[src/core/plips_pkg.sv]
// Constants and types shared by the link interface power sequencer.
package plips_pkg;

   // ----------------------------------------------------------------
   // Clock and timing
   // ----------------------------------------------------------------
   localparam int CLK_PERIOD_PS        = 25000;
   localparam int RESET_DETECT_TIME_NS = 2600;
   localparam int DISABLE_DETECT_TIME_NS = 26030;
   localparam int CLK_ACTIVATE_TIME_NS = 60;
   localparam int LINK_PERIOD_PS       = 20345;
   // Least times round up, longest times round down.
   localparam int RESET_DETECT_CYC     = (RESET_DETECT_TIME_NS * 1000 + CLK_PERIOD_PS - 1) / CLK_PERIOD_PS;
   localparam int DISABLE_DETECT_CYC   = (DISABLE_DETECT_TIME_NS * 1000 + CLK_PERIOD_PS - 1) / CLK_PERIOD_PS;
   localparam int CLK_ACTIVATE_RAW     = (CLK_ACTIVATE_TIME_NS * 1000) / CLK_PERIOD_PS;
   localparam int CLK_ACTIVATE_CYC     = (CLK_ACTIVATE_RAW < 1) ? 1 : CLK_ACTIVATE_RAW;
   localparam int LINK_HALF_RAW        = (LINK_PERIOD_PS / 2) / CLK_PERIOD_PS;
   localparam int LINK_HALF_CYC        = (LINK_HALF_RAW < 1) ? 1 : LINK_HALF_RAW;

   localparam int LOW_CNT_W            = 11;
   localparam logic [LOW_CNT_W-1:0] LOW_CNT_RST = LOW_CNT_W'(RESET_DETECT_CYC);
   localparam logic [LOW_CNT_W-1:0] LOW_CNT_DIS = LOW_CNT_W'(DISABLE_DETECT_CYC);

   // ----------------------------------------------------------------
   // Handshake cycle numbers and line codes
   // ----------------------------------------------------------------
   localparam logic [3:0] CYC_ISO_LOW   = 4'h1;
   localparam logic [3:0] CYC_LAST_LOW  = 4'h7;
   localparam logic [3:0] CYC_RECV      = 4'h8;
   localparam logic [3:0] CYC_RECV_LAST = 4'h9;
   localparam logic [1:0] CTL_IDLE      = 2'h0;
   localparam logic [1:0] CTL_RECV      = 2'h1;
   localparam logic [7:0] DATA_ZERO     = 8'h00;
   localparam logic [7:0] DATA_ONES     = 8'hFF;
   localparam logic [2:0] HALF_CNT_W1   = 3'(LINK_HALF_CYC - 1);

   typedef enum logic [4:0] {
      ST_DIS  = 5'h01,
      ST_RST  = 5'h02,
      ST_INIT = 5'h04,
      ST_RECV = 5'h08,
      ST_NORM = 5'h10
   } plips_state_t;

endpackage : plips_pkg

[src/core/plips_clk_if.sv]
// Interface between the sequencer and its link clock generator.
`timescale 1ns/100ps
`default_nettype none
interface plips_clk_if;
   logic run;
   logic level;
   logic rise;
   modport seq (output run, input level, input rise);
   modport gen (input run, output level, output rise);
endinterface : plips_clk_if
`default_nettype wire

[src/core/plips_clkgen.sv]
// Link clock generator: starts low for half a period, then square wave.
`timescale 1ns/100ps
`default_nettype none
module plips_clkgen
(
   // Clock, reset, enable
   input  wire logic clk,
   input  wire logic nrst,
   input  wire logic ce,
   // Sequencer side
   plips_clk_if.gen  cif
);
   typedef struct packed {
      logic [2:0] cnt;
      logic       level;
      logic       rise;
   } plips_gen_t;

   plips_gen_t st;
   plips_gen_t next_st;

   assign cif.level = st.level;
   assign cif.rise  = st.rise;

   // A stopped clock always restarts in its low phase, so the far end
   // sees a full low half period before the first rising edge.
   always_comb
   begin
      next_st      = st;
      next_st.rise = 1'b0;
      if (!cif.run)
      begin
         next_st.cnt   = 3'h0;
         next_st.level = 1'b0;
      end
      else if (st.cnt == plips_pkg::HALF_CNT_W1)
      begin
         next_st.cnt   = 3'h0;
         next_st.level = !st.level;
         next_st.rise  = !st.level;
      end
      else
      begin
         next_st.cnt = st.cnt + 3'h1;
      end
   end

   always_ff @(posedge clk or negedge nrst)
   begin
      if (!nrst)
         st <= '0;
      else if (ce)
         st <= next_st;
   end

   clkLowStart_a: assert property (@(posedge clk) disable iff (!nrst || !ce)
      $rose(cif.run) |-> !cif.level ##1 cif.level)
      else $error("Link clock did not start low.");

endmodule : plips_clkgen
`default_nettype wire

[src/core/plips_seq.sv]
// Link interface power sequencer: reset, disable and initialization.
//
// Functional notes
// - Isolated reset: outputs end low then float.
// - Direct reset: drive control and data low.
// - Isolated disable: float the link clock.
// - Direct disable: hold link clock low.
// - Power status return reinitializes the interface.
// - Link clock restarts within 60 ns.
// - Link clock square wave, 49.152 MHz nominal; the generator toggles every local cycle, giving 20 MHz.
// - Isolated: clock starts with low half period.
// - Isolated: first full cycle drives lines low.
// - Direct: lines driven low first seven cycles.
// - Eighth cycle: receive code, data all ones.
// - Isolated: receive driven only first cycle.
// - Idle code ends init; requests accepted after.
// - Handshake also runs after reset-only.
// - Not operational: requests ignored, status discarded.
// - Hardware reset enters disabled state.
`timescale 1ns/100ps
`default_nettype none
module plips_seq
(
   // Clock, reset, enable
   input  wire logic       clk,
   input  wire logic       nrst,
   input  wire logic       ce,
   // Pins from the link layer controller
   input  wire logic       linkPowerStatus,
   input  wire logic       linkRequestLine,
   input  wire logic       isoMode,
   // Control and data lines
   output var  logic [1:0] controlLines,
   output var  logic       controlLinesOe_n,
   output var  logic [7:0] dataLines,
   output var  logic       dataLinesOe_n,
   // Link clock
   output var  logic       linkClockOutput,
   output var  logic       linkClockOutputOe_n,
   // Towards the packet logic
   output var  logic       linkRequestAccepted,
   output var  logic       ifaceOperational
);
   // ----------------------------------------------------------------
   // State
   // ----------------------------------------------------------------
   typedef struct packed {
      logic                               lps1;
      logic                               lps2;
      logic                               lreq1;
      logic                               lreq2;
      logic                               iso1;
      logic                               iso2;
      plips_pkg::plips_state_t            fsm;
      logic [plips_pkg::LOW_CNT_W-1:0]    lowCnt;
      logic [3:0]                         linkCyc;
      logic                               run;
      logic [1:0]                         ctl;
      logic                               ctlOe_n;
      logic [7:0]                         data;
      logic                               dataOe_n;
      logic                               clkOe_n;
      logic                               lreqPass;
      logic                               up;
   } plips_seq_t;

   localparam int ActMax = plips_pkg::CLK_ACTIVATE_CYC;

   plips_seq_t  st;
   plips_seq_t  next_st;
   plips_clk_if cif ();

   plips_clkgen u_clkgen
   (
      .clk  (clk),
      .nrst (nrst),
      .ce   (ce),
      .cif  (cif.gen)
   );

   // The generator sees the stop one cycle early, so the link clock is
   // already low on the edge that enters the disabled state.
   assign cif.run             = st.run && next_st.run;
   assign controlLines        = st.ctl;
   assign controlLinesOe_n    = st.ctlOe_n;
   assign dataLines           = st.data;
   assign dataLinesOe_n       = st.dataOe_n;
   assign linkClockOutput     = cif.level;
   assign linkClockOutputOe_n = st.clkOe_n;
   assign linkRequestAccepted = st.lreqPass;
   assign ifaceOperational    = st.up;

   // ----------------------------------------------------------------
   // Next state
   // ----------------------------------------------------------------
   // The low time is counted on the local clock because the link clock
   // is stopped while the interface is disabled. A pulsed power status
   // restarts the count on every high phase.
   always_comb
   begin
      next_st          = st;
      next_st.lps1     = linkPowerStatus;
      next_st.lps2     = st.lps1;
      next_st.lreq1    = linkRequestLine;
      next_st.lreq2    = st.lreq1;
      next_st.iso1     = isoMode;
      next_st.iso2     = st.iso1;
      next_st.lreqPass = 1'b0;
      if (st.lps2)
         next_st.lowCnt = '0;
      else if (st.lowCnt != plips_pkg::LOW_CNT_DIS)
         next_st.lowCnt = st.lowCnt + 11'h001;

      case (st.fsm)
         plips_pkg::ST_DIS:
         begin
            if (st.lps2)
            begin
               next_st.fsm     = plips_pkg::ST_INIT;
               next_st.linkCyc = 4'h0;
            end
         end
         plips_pkg::ST_RST:
         begin
            if (!st.lps2 && st.lowCnt >= plips_pkg::LOW_CNT_DIS - 11'h001)
               next_st.fsm = plips_pkg::ST_DIS;
            else if (st.lps2)
            begin
               next_st.fsm     = plips_pkg::ST_INIT;
               next_st.linkCyc = 4'h0;
            end
         end
         plips_pkg::ST_INIT,
         plips_pkg::ST_RECV,
         plips_pkg::ST_NORM:
         begin
            if (!st.lps2 && st.lowCnt >= plips_pkg::LOW_CNT_RST - 11'h001)
               next_st.fsm = plips_pkg::ST_RST;
            else if (st.fsm == plips_pkg::ST_NORM)
               next_st.lreqPass = st.lreq2;
            else if (cif.rise)
            begin
               next_st.linkCyc = st.linkCyc + 4'h1;
               if (st.fsm == plips_pkg::ST_INIT && st.linkCyc == plips_pkg::CYC_LAST_LOW)
                  next_st.fsm = plips_pkg::ST_RECV;
               else if (st.fsm == plips_pkg::ST_RECV && st.linkCyc == plips_pkg::CYC_RECV_LAST)
                  next_st.fsm = plips_pkg::ST_NORM;
            end
         end
         default:
            next_st.fsm = plips_pkg::ST_DIS;
      endcase

      // Outputs follow the next state so that they change with it.
      next_st.run      = (next_st.fsm != plips_pkg::ST_DIS);
      next_st.up       = (next_st.fsm == plips_pkg::ST_NORM);
      next_st.clkOe_n  = (next_st.fsm == plips_pkg::ST_DIS) && !next_st.iso2;
      next_st.ctl      = plips_pkg::CTL_IDLE;
      next_st.data     = plips_pkg::DATA_ZERO;
      next_st.ctlOe_n  = 1'b0;
      case (next_st.fsm)
         plips_pkg::ST_DIS,
         plips_pkg::ST_RST:
            next_st.ctlOe_n = !next_st.iso2;
         plips_pkg::ST_INIT:
            next_st.ctlOe_n = !next_st.iso2 && (next_st.linkCyc != plips_pkg::CYC_ISO_LOW);
         plips_pkg::ST_RECV:
         begin
            next_st.ctl     = plips_pkg::CTL_RECV;
            next_st.data    = plips_pkg::DATA_ONES;
            next_st.ctlOe_n = !next_st.iso2 && (next_st.linkCyc != plips_pkg::CYC_RECV);
         end
         plips_pkg::ST_NORM:
            next_st.ctlOe_n = 1'b0;
         default:
            next_st.ctlOe_n = 1'b1;
      endcase
      next_st.dataOe_n = next_st.ctlOe_n;
   end

   // ----------------------------------------------------------------
   // Registers
   // ----------------------------------------------------------------
   // Hardware reset leaves the interface disabled with outputs floated.
   always_ff @(posedge clk or negedge nrst)
   begin
      if (!nrst)
      begin
         st          <= '0;
         st.fsm      <= plips_pkg::ST_DIS;
         st.ctlOe_n  <= 1'b1;
         st.dataOe_n <= 1'b1;
         st.clkOe_n  <= 1'b1;
      end
      else if (ce)
         st <= next_st;
   end

   // ----------------------------------------------------------------
   // Checks
   // ----------------------------------------------------------------
   rstFloat_a: assert property (@(posedge clk) disable iff (!nrst)
      st.fsm == plips_pkg::ST_RST && !st.iso2 |-> st.ctlOe_n && st.dataOe_n && st.ctl == 2'h0 && st.data == 8'h00)
      else $error("Isolated reset lines not floated low.");
   rstDrive_a: assert property (@(posedge clk) disable iff (!nrst)
      st.fsm == plips_pkg::ST_RST && st.iso2 |-> !st.ctlOe_n && !st.dataOe_n && st.data == 8'h00)
      else $error("Direct reset lines not driven low.");
   resetEntry_a: assert property (@(posedge clk) disable iff (!nrst)
      ce && st.fsm == plips_pkg::ST_NORM && !st.lps2 && st.lowCnt == plips_pkg::LOW_CNT_RST - 11'h001
      |=> st.fsm == plips_pkg::ST_RST)
      else $error("Reset not entered after detection time.");
   disClock_a: assert property (@(posedge clk) disable iff (!nrst)
      st.fsm == plips_pkg::ST_DIS |-> (st.clkOe_n == !st.iso2) && !cif.level)
      else $error("Disabled link clock in wrong state.");
   clkRestart_a: assert property (@(posedge clk) disable iff (!nrst || !ce)
      st.fsm == plips_pkg::ST_DIS && st.lps2 |-> ##[1:ActMax] !st.clkOe_n && st.run)
      else $error("Link clock not restarted in time.");
   isoFirstLow_a: assert property (@(posedge clk) disable iff (!nrst)
      st.fsm == plips_pkg::ST_INIT && !st.iso2 |-> st.ctlOe_n == (st.linkCyc != 4'h1))
      else $error("Isolated init low cycle wrong.");
   directLow_a: assert property (@(posedge clk) disable iff (!nrst)
      st.fsm == plips_pkg::ST_INIT && st.iso2 |-> !st.ctlOe_n && st.ctl == 2'h0 && st.data == 8'h00)
      else $error("Direct init lines not held low.");
   recvCode_a: assert property (@(posedge clk) disable iff (!nrst)
      $rose(st.fsm == plips_pkg::ST_RECV) |-> st.linkCyc == 4'h8 && st.ctl == 2'h1 && st.data == 8'hFF
      && !st.ctlOe_n)
      else $error("Receive code wrong on eighth cycle.");
   recvFloat_a: assert property (@(posedge clk) disable iff (!nrst)
      st.fsm == plips_pkg::ST_RECV && !st.iso2 && st.linkCyc == 4'h9 |-> st.ctlOe_n && st.dataOe_n)
      else $error("Isolated receive not floated.");
   reqGate_a: assert property (@(posedge clk) disable iff (!nrst)
      st.lreqPass |-> $past(st.fsm) == plips_pkg::ST_NORM && st.up)
      else $error("Request passed while not operational.");

   initDone_c:  cover property (@(posedge clk) disable iff (!nrst) $rose(st.fsm == plips_pkg::ST_NORM));
   disabled_c:  cover property (@(posedge clk) disable iff (!nrst)
      st.fsm == plips_pkg::ST_RST ##1 st.fsm == plips_pkg::ST_DIS);
   resetOnly_c: cover property (@(posedge clk) disable iff (!nrst)
      st.fsm == plips_pkg::ST_RST ##1 st.fsm == plips_pkg::ST_INIT);

endmodule : plips_seq
`default_nettype wire

[config.mk]
export PLATFORM = sky130hd
export DESIGN_NAME = plips_seq
export DESIGN_NICKNAME = d
export VERILOG_FILES = /design/src/core/plips_pkg.sv /design/src/core/plips_clk_if.sv /design/src/core/plips_clkgen.sv /design/src/core/plips_seq.sv
export SDC_FILE = /design/constraint.sdc
export NUM_CORES = 1
export LEC_CHECK = 0
export BUFFER_PORTS_ARGS = -buffer_cell sky130_fd_sc_hd__buf_4
export CORE_MARGIN = 2
export CORE_UTILIZATION = 47
export CTS_CLUSTER_SIZE = 10
export DETAILED_ROUTE_END_ITERATION = 10
export GPL_TIMING_DRIVEN = 0
export PLACE_DENSITY = 0.65
export SYNTH_ARGS = -nofsm -noshare
export SYNTH_HDL_FRONTEND = slang
export SYNTH_SLANG_ARGS = --single-unit
[constraint.sdc]
create_clock -name clk -period 2.6 [get_ports clk]
set_input_delay 0.26 -clock clk [delete_from_list [all_inputs] [get_ports clk]]
set_output_delay 0.26 -clock clk [all_outputs]
set_load 0.1 [all_outputs]
==> flow_summary_export.csv <==
group,metric,value,unit
job,timing.max_cap.violations,0,
pwr,p_sw,0.602,mW
global_routing,grt_use_met3,0.0375,
timing,finalHoldViolations,0,
timing,slew_viol_final,0,
cts,clock-sinks,36,
worst_setup_path,cp-startpoint,"st[28]",
cts,clock-root-buffer,"clkbuf_8",
global_routing,antenna_found_initial,0,
floorplanning,rows,24,
pwr,swShare,0.352,
timing,setup_viol_count_final,0,
synth,synthCells,236,
pwr,power.internal,1.11,mW
cells_and_area,diodes,0,
floorplanning,dieArea,5200,um^2
worst_setup_path,worstSetupPathType,"reg -> reg",
timing,rsz0062_at_grt,"false",
synth,yosys_warnings,0,
detailed_routing,firstDrtPassIters,4,
timing,tightest_slew,1.00,ns
synth,syn_avg_cell_area,9.24,um^2
cts,cts_tree,"built",
cts,cts_made_buffers,5,
cells_and_area,final_layout_size_suffix_gt1_frac,0.238,
cts,cts_setup_buffers,0,
detailed_routing,drc,0,
cts,clock_path_buffers,2,
global_routing,top_usage_layer,"met2",
cells_and_area,layout_commonest_cell,"dfrtp_1",
worst_setup_path,cp_data_arrival_time,2.54,ns
placement,port-buffer-count,20,
cells_and_area,final_cell_mix,"dfrtp_1 (33), buf_4 (31), nand2_1 (21)",
pwr,power_frac_seq,0.430,
worst_setup_path,start_kind,"register",
synth,yosysTopAreaCell,"dfrtp_1",
synth,synth_ff_type,"dfrtp_1",
cts,clkTransAtPathRegs,0.07,ns
cts,clock_latency,0.29,ns
pwr,power_density,680,nW/um^2
cells_and_area,fin_nets,277,
worst_hold_path,hold_start,"linkPowerStatus",
global_routing,grt_first_pass_wirelength,7680,um
pwr,p_total,1.71,mW
placement,place_ws,0.133,ns
synth,ys_ff_latch,36,
synth,synth_fa_ha_area_frac,0.0402,
placement,gp_congestion,0.854,
pwr,p_leak,1.14,nW
cts,cts_max_level,2,
placement,dp_hpwl,3310,um
placement,dp.cells,308,
floorplanning,start_util,0.494,
worst_setup_path,crit_required,2.82,ns
synth,synthMuxAreaShare,0.0402,
worst_setup_path,timing.rr.start,"st[28]",
global_routing,grt_usage,0.191,
outcome,status,"complete, no violations",
timing,fin_crit,2.32,ns
worst_setup_path,cp-end-kind,"register",
synth,yosysSeqAreaShare,0.415,
worst_setup_path,critPathMaxFanout,6,
floorplanning,io_pins,22,
timing,max_freq,430,MHz
worst_hold_path,hp-class,"in -> reg",
synth,yosysUniqueCellTypes,55,
timing,worst_hold_slack,0.200,ns
synth,synthTopCellsByArea,"dfrtp_1 (38%), ha_1 (4.0%), buf_4 (3.8%), dfstp_2 (3.6%), nand2_1 (3.6%)",
timing,final.setup.tns,0,ns
synth,syn-num-nets,249,
timing,setup_ws,0.276,ns
global_routing,gr-usage-met2,0.295,
timing,slew-limit-headroom,0.325,
detailed_routing,drtIter0Drc,140,
synth,synth-simple-area-share,0.194,
global_routing,grt_pass1_vias,1578,
detailed_routing,ant_nets,0,
global_routing,met1_usage,0.274,
cells_and_area,stdcell_count,317,
pwr,peakVddDrop,414,uV
synth,synth.cell_area,2180,um^2
cells_and_area,syn_to_final_growth,15.5,%
synth,synth_edf_count,0,
synth,synth_top_family_by_area,"compound AO/OA/AOI/OAI gates",
detailed_routing,routed_wl,4540,um
detailed_routing,viasPerCell,5.49,
floorplanning,die-height,72.1,um
detailed_routing,via_count,1739,
synth,synth_compound_area_frac,0.200,
global_routing,overflow,0,
pwr,clkPwrFrac,0.284,
timing,finalCritPeriodShare,0.894,
timing,skew,0.00372,ns
floorplanning,die_w,72.1,um
detailed_routing,wl_per_cell,14.3,um
synth,synthArstFlopShare,1.00,
synth,synth_top_cell_area_share,0.379,
global_routing,grt_max_degree,37,
synth,synth_xor_area_frac,0.0201,
floorplanning,core_area,4410,um^2
pwr,combPwrFrac,0.286,
-- critical path, cell delays in order, from the launching register on --
cell	delay [ns]
dfrtp_1	0.43
or3_1	0.40
o311a_1	0.33
nor4_4	0.20
a22oi_2	0.20
a211o_1	0.28
o41a_1	0.40
-- flip-flops by register name, indices dropped and copies added (netlist names) --
| name | count |
|---|---|
| st | 23 |
| next_st | 3 |
| u_clkgen.st | 3 |
| dataLinesOe_n | 1 |
| dataLines | 1 |
| ifaceOperational | 1 |
| linkClockOutputOe_n | 1 |
| linkRequestAccepted | 1 |
| u_clkgen.cif.level | 1 |
| u_clkgen.cif.rise | 1 |
-- path summary, 6_finish.rpt --
check	to	slack, ns	depth (start not counted)
hold / removal	next_st[40]	0.20	2
hold reg to reg	st[40]	0.50	2
setup reg to reg	dataLinesOe_n	0.28	6
max in group asynchronous	st[31]	1.79	2
setup / recovery	dataLinesOe_n	0.28	6
min in group asynchronous	u_clkgen.st[4]	0.47	2
-- layer usage --
metal	wire length [um]	vias to the layer above
met5	0	-
met4	55	0
met3	153	6
met2	2020	40
met1	2310	801
li1	-	892
-- cells by family (layout without fill, tap and decap cells) --
family | Yosys count | count (layout)
buf+inv | 37 | 66
compound gates | 63 | 63
simple gates | 79 | 79
xor+xnor | 5 | 5
flops | 36 | 36
other cells | 1 | 1
mux | 8 | 8
fa+ha+maj | 7 | 7
-- synthesized netlist by cell type (all sizes together) (2+ instances only) --
master	instances
buf	16
nor4	4
o31ai	3
nor2b	3
dfstp	3
o211ai	4
o22ai	4
xor2	4
a22o	4
mux2i	2
ha	7
mux2	6
nand3	6
nand2b	3
clkbuf	5
nand2	21
nor3	8
inv	16
a21oi	14
o41a	2
nor2	16
nand4	3
or3	4
o311a	2
dfrtp	33
o2bb2ai	3
a21o	2
or2	2
nor4bb	2
a31oi	3
o21ai	12
and3	4
-- power groups by stage --
stage,clock [mW],combinational (mW),sequential [mW]
6_report,0.486,0.490,0.735
5_1_grt,0.522,0.540,0.748
4_1_cts,0.498,0.489,0.733
3_5_place_dp,0,0.487,0.743
3_3_place_gp,0,0.484,0.741
2_1_floorplan,0,0.320,0.792
-- cell type report --
class / count / area [um^2]
Clock buffer: 6 / 72.6
Fill cell: 384 / 1900
Timing Repair Buffer: 21 / 160
Multi-Input combinational cell: 163 / 1090
Buffer: 21 / 133
Clock inverter: 2 / 35.0
Inverter: 16 / 60.1
Sequential cell: 36 / 905
Tap cell: 52 / 65.1
-- stage by stage --
stage                      util  cell area, um^2
final                     0.570             2520
after global routing      0.570             2520
after floorplan               -             2180
after CTS                 0.569             2510
after global placement    0.543             2390
after detailed placement  0.543             2390
-- what timing repair did --
| item | in CTS | in global routing |
|---|---|---|
| gates resized for setup | 0 | 1 |
| endpoints found under the hold margin | 33 | 0 |
| setup endpoints to repair | 0 | 1 |
| hold buffers | 1 | 0 |
Note: power is estimated with default switching activity, not from simulation.
